### src/hdl/cma_pkg.sv
// constants, types and timing for the core memory control/arbiter
// assumes a 250 MHz clock; the memory stack itself sits outside
package cma_pkg;

  localparam int NUM_USERS = 4;
  localparam int ADDR_W = 15;
  localparam int DATA_W = 24;
  localparam int WORD_W = 25;
  localparam int PAR_BIT = 24;
  localparam int USR_W = 2;

  // user slots, lower index wins arbitration
  localparam logic [USR_W-1:0] USR_BULK = 2'h0;
  localparam logic [USR_W-1:0] USR_CH2 = 2'h1;
  localparam logic [USR_W-1:0] USR_CH3 = 2'h2;
  localparam logic [USR_W-1:0] USR_PROC = 2'h3;

  localparam int CLK_PERIOD_PS = 4000;
  localparam int CYCLE_TIME_PS = 1600000;
  localparam int CYCLE_CLKS = CYCLE_TIME_PS / CLK_PERIOD_PS;
  localparam int HALF_CLKS = CYCLE_CLKS / 2;
  localparam int CNT_W = 9;
  localparam logic [CNT_W-1:0] CNT_ZERO = 9'h000;
  localparam logic [CNT_W-1:0] CNT_FIRST = 9'h001;
  localparam logic [CNT_W-1:0] CLEAR_LAST = CNT_W'(HALF_CLKS - 1);
  localparam logic [CNT_W-1:0] CYCLE_LAST = CNT_W'(CYCLE_CLKS - 1);

  typedef struct packed {
    logic req;
    logic wr;
    logic [ADDR_W-1:0] addr;
    logic [DATA_W-1:0] data;
    logic par;
  } cma_req_s;

  typedef struct packed {
    logic grant;
    logic data_ready;
    logic xmit_err;
  } cma_ack_s;

  typedef struct packed {
    logic start;
    logic [ADDR_W-1:0] addr;
    logic clear;
    logic [WORD_W-1:0] drive;
  } cma_mem_s;

  typedef enum logic [1:0] {ST_IDLE, ST_CLEAR, ST_STORE} cma_state_e;

endpackage : cma_pkg

### src/hdl/cma_top.sv
// core memory control and multiplexer: arbitration, cycle sequencing, parity
// assumes user inputs synchronous to clk and held stable while requesting
// Operation
// - simultaneous requests: bulk controller granted first, processor user last
// - priority order: bulk, channel two, channel three, processor user
// - running cycle completes; later higher request waits for next arbitration
// - after arbitration issue start pulse and load winner address
// - write winner gets grant with the start pulse and address, before data is taken
// - every cycle first clears addressed word; ones appear on sense
// - data register loads sensed word on read, user data on write
// - on write the sensed word is discarded entirely
// - second half stores data register back into addressed word
// - store half drives only positions holding one
// - check parity on reads, generate parity on writes, never reversed
// - write parity computed from user data, loaded with data word
// - word is 24 data bits plus parity, total ones odd
// - even ones on any user's read raises parity_err
// - non-processor write parity mismatch flags transmission error, word still stored
// - read asserts data ready when word may be taken
// - release pulse marks end of every memory cycle
// - every access is full clear then store cycle
// - one memory cycle lasts 1.6 microseconds
`timescale 1ns/10ps
module cma_top
(
  input wire logic clk,
  input wire logic srst,
  input cma_pkg::cma_req_s usr_req [cma_pkg::NUM_USERS],
  output cma_pkg::cma_ack_s usr_ack [cma_pkg::NUM_USERS],
  output logic [cma_pkg::DATA_W-1:0] rd_data,
  output logic parity_err,
  output logic mem_release,
  output cma_pkg::cma_mem_s mem,
  input wire logic [cma_pkg::WORD_W-1:0] sense
);
  import cma_pkg::*;

  cma_state_e state_reg;
  cma_state_e state_next;
  logic [CNT_W-1:0] cnt_reg;
  logic [CNT_W-1:0] cnt_next;
  logic [USR_W-1:0] act_usr_reg;
  logic act_wr_reg;
  logic [ADDR_W-1:0] addr_reg;
  logic [WORD_W-1:0] data_reg;
  logic start_reg;
  logic [NUM_USERS-1:0] grant_reg;
  logic [NUM_USERS-1:0] ready_reg;
  logic [NUM_USERS-1:0] xerr_reg;
  logic perr_reg;
  logic rel_reg;

  // arbitration; only looked at in idle, so a running cycle is never pre-empted
  logic [NUM_USERS-1:0] req_vec;
  wire win_any;
  wire [USR_W-1:0] win_idx;
  wire take;
  wire clear_end;
  wire store_end;
  wire [DATA_W-1:0] act_data;
  wire act_par;
  wire gen_par;
  wire sense_odd;
  wire [NUM_USERS-1:0] act_onehot;

  genvar gi;
  generate
    for (gi = 0; gi < NUM_USERS; gi++)
    begin : g_usr
      assign req_vec[gi] = usr_req[gi].req;
      assign act_onehot[gi] = (act_usr_reg == USR_W'(gi));
      assign usr_ack[gi].grant = grant_reg[gi];
      assign usr_ack[gi].data_ready = ready_reg[gi];
      assign usr_ack[gi].xmit_err = xerr_reg[gi];
    end
  endgenerate

  assign win_any = |req_vec;
  assign win_idx = req_vec[USR_BULK] ? USR_BULK :
                   req_vec[USR_CH2] ? USR_CH2 :
                   req_vec[USR_CH3] ? USR_CH3 :
                   USR_PROC;
  assign take = (state_reg == ST_IDLE) && win_any;
  assign clear_end = (state_reg == ST_CLEAR) && (cnt_reg == CLEAR_LAST);
  assign store_end = (state_reg == ST_STORE) && (cnt_reg == CYCLE_LAST);

  // write data taken at end of clear, the user holds it while requesting
  assign act_data = usr_req[act_usr_reg].data;
  assign act_par = usr_req[act_usr_reg].par;
  assign gen_par = ~(^act_data);
  assign sense_odd = ^sense;

  // sequencing: clear half always followed by store half, no clear-only cycle
  always_comb
  begin
    state_next = state_reg;
    cnt_next = cnt_reg;
    case (state_reg)
      ST_IDLE:
      begin
        if (take)
        begin
          state_next = ST_CLEAR;
          cnt_next = CNT_FIRST;
        end
      end
      ST_CLEAR:
      begin
        cnt_next = cnt_reg + CNT_FIRST;
        if (clear_end)
          state_next = ST_STORE;
      end
      ST_STORE:
      begin
        cnt_next = cnt_reg + CNT_FIRST;
        if (store_end)
        begin
          state_next = ST_IDLE;
          cnt_next = CNT_ZERO;
        end
      end
      default:
      begin
        state_next = ST_IDLE;
        cnt_next = CNT_ZERO;
      end
    endcase
  end

  always_ff @(posedge clk)
  begin
    if (srst)
    begin
      state_reg <= ST_IDLE;
      cnt_reg <= CNT_ZERO;
    end
    else
    begin
      state_reg <= state_next;
      cnt_reg <= cnt_next;
    end
  end

  // winner latched at the start pulse
  always_ff @(posedge clk)
  begin
    if (srst)
    begin
      act_usr_reg <= USR_BULK;
      act_wr_reg <= 1'b0;
      addr_reg <= '0;
    end
    else if (take)
    begin
      act_usr_reg <= win_idx;
      act_wr_reg <= usr_req[win_idx].wr;
      addr_reg <= usr_req[win_idx].addr;
    end
  end

  // grant only on writes, in the same cycle as the start pulse and first clear clock
  always_ff @(posedge clk)
  begin
    if (srst)
    begin
      start_reg <= 1'b0;
      grant_reg <= '0;
    end
    else
    begin
      start_reg <= take;
      grant_reg <= (take && usr_req[win_idx].wr) ? (NUM_USERS'(1) << win_idx) : '0;
    end
  end

  // data register: sensed word on read, user word plus generated parity on write
  always_ff @(posedge clk)
  begin
    if (srst)
      data_reg <= '0;
    else if (clear_end)
      data_reg <= act_wr_reg ? {gen_par, act_data} : sense;
  end

  always_ff @(posedge clk)
  begin
    if (srst)
    begin
      ready_reg <= '0;
      xerr_reg <= '0;
      perr_reg <= 1'b0;
      rel_reg <= 1'b0;
    end
    else
    begin
      ready_reg <= (clear_end && !act_wr_reg) ? act_onehot : '0;
      xerr_reg <= (clear_end && act_wr_reg && (act_usr_reg != USR_PROC) &&
                   (act_par != gen_par)) ? act_onehot : '0;
      perr_reg <= clear_end && !act_wr_reg && !sense_odd;
      rel_reg <= store_end;
    end
  end

  assign rd_data = data_reg[DATA_W-1:0];
  assign parity_err = perr_reg;
  assign mem_release = rel_reg;
  assign mem.start = start_reg;
  assign mem.addr = addr_reg;
  assign mem.clear = (state_reg == ST_CLEAR);
  // zero positions stay undriven so the cleared core keeps its zero
  assign mem.drive = (state_reg == ST_STORE) ? data_reg : '0;
endmodule : cma_top

### config.mk
export PLATFORM = sky130hd
export DESIGN_NAME = cma_top
export DESIGN_NICKNAME = d
export VERILOG_FILES = /design/src/hdl/cma_pkg.sv /design/src/hdl/cma_top.sv
export SDC_FILE = /design/constraint.sdc
export NUM_CORES = 1
export LEC_CHECK = 0
export BUFFER_PORTS_ARGS = -buffer_cell sky130_fd_sc_hd__buf_4
export CAP_MARGIN = 0
export CORE_UTILIZATION = 40
export DETAILED_ROUTE_END_ITERATION = 6
export PLACE_DENSITY = 0.78
export SLEW_MARGIN = 5
export SYNTH_ARGS = -nofsm -noshare
export SYNTH_HDL_FRONTEND = slang
export SYNTH_SLANG_ARGS = --single-unit
export TNS_END_PERCENT = 50
### constraint.sdc
create_clock -name clk -period 2.3 [get_ports clk]
set_input_delay 0.23 -clock clk [delete_from_list [all_inputs] [get_ports clk]]
set_output_delay 0.23 -clock clk [all_outputs]
set_load 0.05 [all_outputs]
---- Word level (Yosys, flattened, before mapping) ----
Index checks and enable logic that the tools add are counted.
W data, S select, Z words.
storage, ports and cells
  output and inout bits ................... 80
  register bits ........................... 69
  word-level logic and storage cells ...... 72
operators by class
  shift-type cells ........................ 1
  reductions and logical operators ........ 20
  add/sub/neg operators ................... 1
  $lt $le $gt $ge ......................... 2
  muxes and demuxes ....................... 18
  equality and inequality tests ........... 12
  bitwise gates (word level) .............. 6
operator list
  kind                   count
  $bmux W42 S2           2
  $mux W25               4
  $mux W41               2
  $pmux W9 S3            1
  $reduce_xor A25 Y1     1
  $reduce_xor A24 Y1     1
  $mux W9                2
  $mux W2                5
  $add A9 B1 Y9 const B  1
  $eq A9 B8 Y1 const B   1
  $eq A9 B9 Y1 const B   1
  $logic_and A1 B1 Y1    9
  $eq A2 B2 Y1 const B   3
  $ge A3 B3 Y1 const B   2
  $ne A2 B2 Y1 const B   3
  $not A2 Y3             2
  $pmux W2 S3            1
  $reduce_or A2 Y1       3
  $eq A2 B1 Y1 const B   2
  $logic_not A2 Y1       2
  $not A1 Y1             4
  $reduce_or A4 Y1       1
  $shl A1 B2 Y4 const A  1
  $reduce_and A3 Y1      1
  other kinds (4)        5

---- Depth between registers and ports, before layout ----
  word-level depth ........................ 10
  gate-level depth with buffers ........... 9
  gate-level depth less buffers ........... 8

---- Worst setup path before layout ----
Ideal clock, no wire load.
  path type ............................... flip-flop to flip-flop
  from .................................... reg act_usr_reg[0]
  to ...................................... reg data_reg[24]
  slack ................................... -0.108 ns
  library setup time ...................... 0.136 ns
  stages on the path, launching flop included .. 9
  arrival time ............................ 2.272 ns
  cells stage by stage .................... dfxtp_1 buf_6 mux4_2 xnor2_1 xnor2_1 xnor2_1 xnor3_2 mux2i_1 a211oi_2
between the ends
  cells in the longest elaborated chain, start to end .. 7
ends and longest elaborated chain
  element                           RTL line        text
  from (decl)                       cma_top.sv:42   logic [USR_W-1:0] act_usr_reg;
  from (signal assigned)            cma_top.sv:155  act_usr_reg <= win_idx;
  $not A2 Y3 (implied by the code)  cma_top.sv:88   assign act_data = usr_req[act_usr_reg].data;
  $bmux W42 S2                      cma_top.sv:88
  $mux W25 (2 in series)            n/a
  $reduce_xor A24 Y1                cma_top.sv:90   assign gen_par = ~(^act_data);
  $not A1 Y1                        cma_top.sv:90
  $mux W25                          cma_top.sv:182  data_reg <= act_wr_reg ? {gen_par, act_data} : sense;
  to (signal assigned)              cma_top.sv:182
  to (decl)                         cma_top.sv:45   logic [WORD_W-1:0] data_reg;
Every way passes these cells. The select of a mux whose other input is x is not followed.
A chain may end at the register's enable or synchronous reset.

---- Worst setup path in the final report ----
Ends and elaborated chain as after synthesis.

==> metrics.txt <==
status=finished, violations left; violated checks=setup timing; met2 usage=45.3%; IO Count=275; routed wire length per instance=17.8 um; #FFs+latches synth=69; first-pass GRT wire length=23.1 mm; flop-to-flop setup slack=-0.33 ns; Post-DRT Antenna Nets=0; share of cells above drive strength 1=49.1%; crit start category=register; CP Launch Point=act_usr_reg[0]; dominant cell type by area after synthesis=dfxtp_1; Max-slew headroom=41.5%; DR vias=4,581; Worst Path Required=2.49 ns; RSZ-0062 raised after global routing=true; chip width=108 um; Leak Pwr=3.04 nW; later-pin clock latency in the skew report=0.34 ns; area of the die=0.0117 mm^2; crit-path max FO=8; hold path start=usr_req[82]; Post-synth EDFFs=0; Tmin final=2.63 ns; Cell Rows=38; layer with the highest usage=met2; Chip Height=108 um; Sequential Area=0.00139 mm^2; Cells after Synth=481; initial antenna violation count=1; CTS Sinks=69; reg2reg start=act_usr_reg[0]; fin crit share=114%; Arr. time, crit path=2.83 ns; reg2reg end=data_reg[24]; Synth Flop Type=dfxtp_1; Area Overhead vs Synth=54.5%; final setup fails=4; Fin Clk Skew=0.0107 ns; fmax=0.380 GHz; WHS Path Cells=3; largest cells by area after synthesis=dfxtp_1, mux4_2, mux2i_1, xnor2_1, nor2_1; Syn Nets=677; CTS root buf=clkbuf_8; PwrDens=536 mW/mm^2; Worst Setup End Kind=register; CTS tree=built; commonest non-fill, non-tap cell in the layout=buf_4; starting density of the core=41.3%; max-slew violations=0; largest net degree at the start of global routing=56; Reg2Reg Depth=9; routing usage on met3=5.85%; drt pass-1 iters=4; sequential share of the synthesized area=30.7%; Clock transition at path regs=0.08 ns; vias in the first global route=4,542; # H-tree levels=3; multi-input logic area=0.00281 mm^2; fin cells=877; half-perimeter wire length after placement=12.3 mm; DRC=0; global-route usage over all layers=25.9%; port bufs=273; layout net count=928; hold_buf cts=0; setup TNS=-1.21 ns; crit path kind=reg2reg; drt via density=5.22; GP Congestion=0.912; asr flop ratio synth=0%; core box area=0.0109 mm^2; TritonCTS Buffers=9; Cell Area, Synth=0.00450 mm^2; Clock Tree Buf Depth=2; top cell type's share of synthesized area=30.7%; Hold Crit Class=in2reg; worst slew pin tran=0.878 ns; Synth Area per Inst=9.35 um^2; most frequent cells in the layout=buf_4, dfxtp_1, nor2_1, mux2i_1, xnor2_1; max-cap violations=0; final worst slack=-0.332 ns; Yosys warning count=0; final hold vios=0; grt ovf=0; met1 usage=32.0%; peak supply drop=333 uV; Starting DRT DRC Count=293; post-place setup slack=-0.329 ns; Inst Count DP=854; routed wire length=15.6 mm; fillcell total=906; Hold EP=grant_reg[2]; n_diodes=0; Yosys cell types=49; max reg flops=25
[area by class of cell]
cell class                      instances  share of cell area, %
Clock buffer                           12                   2.09
Clock inverter                          4                  0.684
Inverter                                4                  0.216
Multi-Input combinational cell        346                   40.4
Sequential cell                        69                   20.0
Tap cell                              140                   2.52
Timing Repair Buffer                  302                   34.1
[per-layer routing]
metal	vias to the layer above	wire length, um
met2	227	7900
met1	2127	6060
met4	2	293
met5	-	12
li1	2198	-
met3	27	1300
[synthesized netlist by cell type, types with 2 or more instances]
library cell / number
a22oi_1: 2
mux4_1: 5
dfxtp_1: 69
and2_1: 26
buf_6: 3
o221ai_1: 8
buf_4: 26
a211oi_1: 24
xnor2_1: 45
xnor2_2: 2
nand2b_1: 2
o211ai_1: 7
nor4_1: 2
clkbuf_1: 30
nor3_1: 17
nand2_1: 13
nor2_1: 59
nor3b_1: 3
buf_2: 2
mux4_2: 19
o21ai_0: 8
a21oi_1: 27
nand3_1: 6
xor2_1: 8
inv_1: 3
nor2b_1: 3
mux2i_1: 40
[what timing repair did]
item / CTS / global route
resized for setup: 9 / 11
setup buffers: 3 / 4
gates cloned: 1 / 0
endpoints found under the hold margin: 0 / 0
setup endpoints to repair: 4 / 4
pin swaps: 8 / 8
[per-stage QoR]
step,hold WS (ns),instance area [um^2],total power [mW],utilization (%)
after floorplan,0.380,4520,2.21,-
after global placement,0.498,6630,2.66,60.9
after detailed placement,0.504,6630,2.71,60.9
after CTS,0.136,6880,3.72,63.2
after global routing,0.147,6950,3.89,63.8
final,0.155,6950,3.72,63.8
[worst max path at each step]
stage / end / slack (ns) / cells past startpoint
final: data_reg[24] / -0.33 / 9
after global routing: data_reg[24] / -0.41 / 9
after CTS: data_reg[24] / -0.31 / 8
after detailed placement: data_reg[24] / -0.33 / 8
after global placement: data_reg[24] / -0.26 / 8
after floorplan: data_reg[24] / -0.07 / 8
[logic make-up after synthesis]
| group | count (synthesis) | synth area share, % |
|---|---|---|
| AND/OR/NAND/NOR | 142 | 15.6 |
| flip-flops | 69 | 30.7 |
| AO/OA/AOI/OAI | 81 | 11.9 |
| buffers and inverters | 66 | 8.32 |
| other | 1 | 0.0834 |
| adder cells (fa/ha/maj) | 1 | 0.278 |
| multiplexers | 65 | 21.6 |
| XOR/XNOR | 56 | 11.6 |
[report_power, final]
part           internal (mW)  switching [mW]  leakage, nW
Combinational          0.808           0.674         2.38
Sequential              1.23          0.0406        0.562
Clock                  0.528           0.444       0.0964
Total                   2.56            1.16         3.04
[worst max-delay path: stages, from the launching register on]
cell	delay, ns
dfxtp_4	0.38
buf_4	0.12
buf_12	0.13
mux4_2	0.55
xnor2_2	0.24
xnor2_2	0.16
xnor2_1	0.18
xnor3_2	0.44
mux2i_1	0.19
a211oi_2	0.09
No activity file was read; power rests on OpenSTA's default activity.
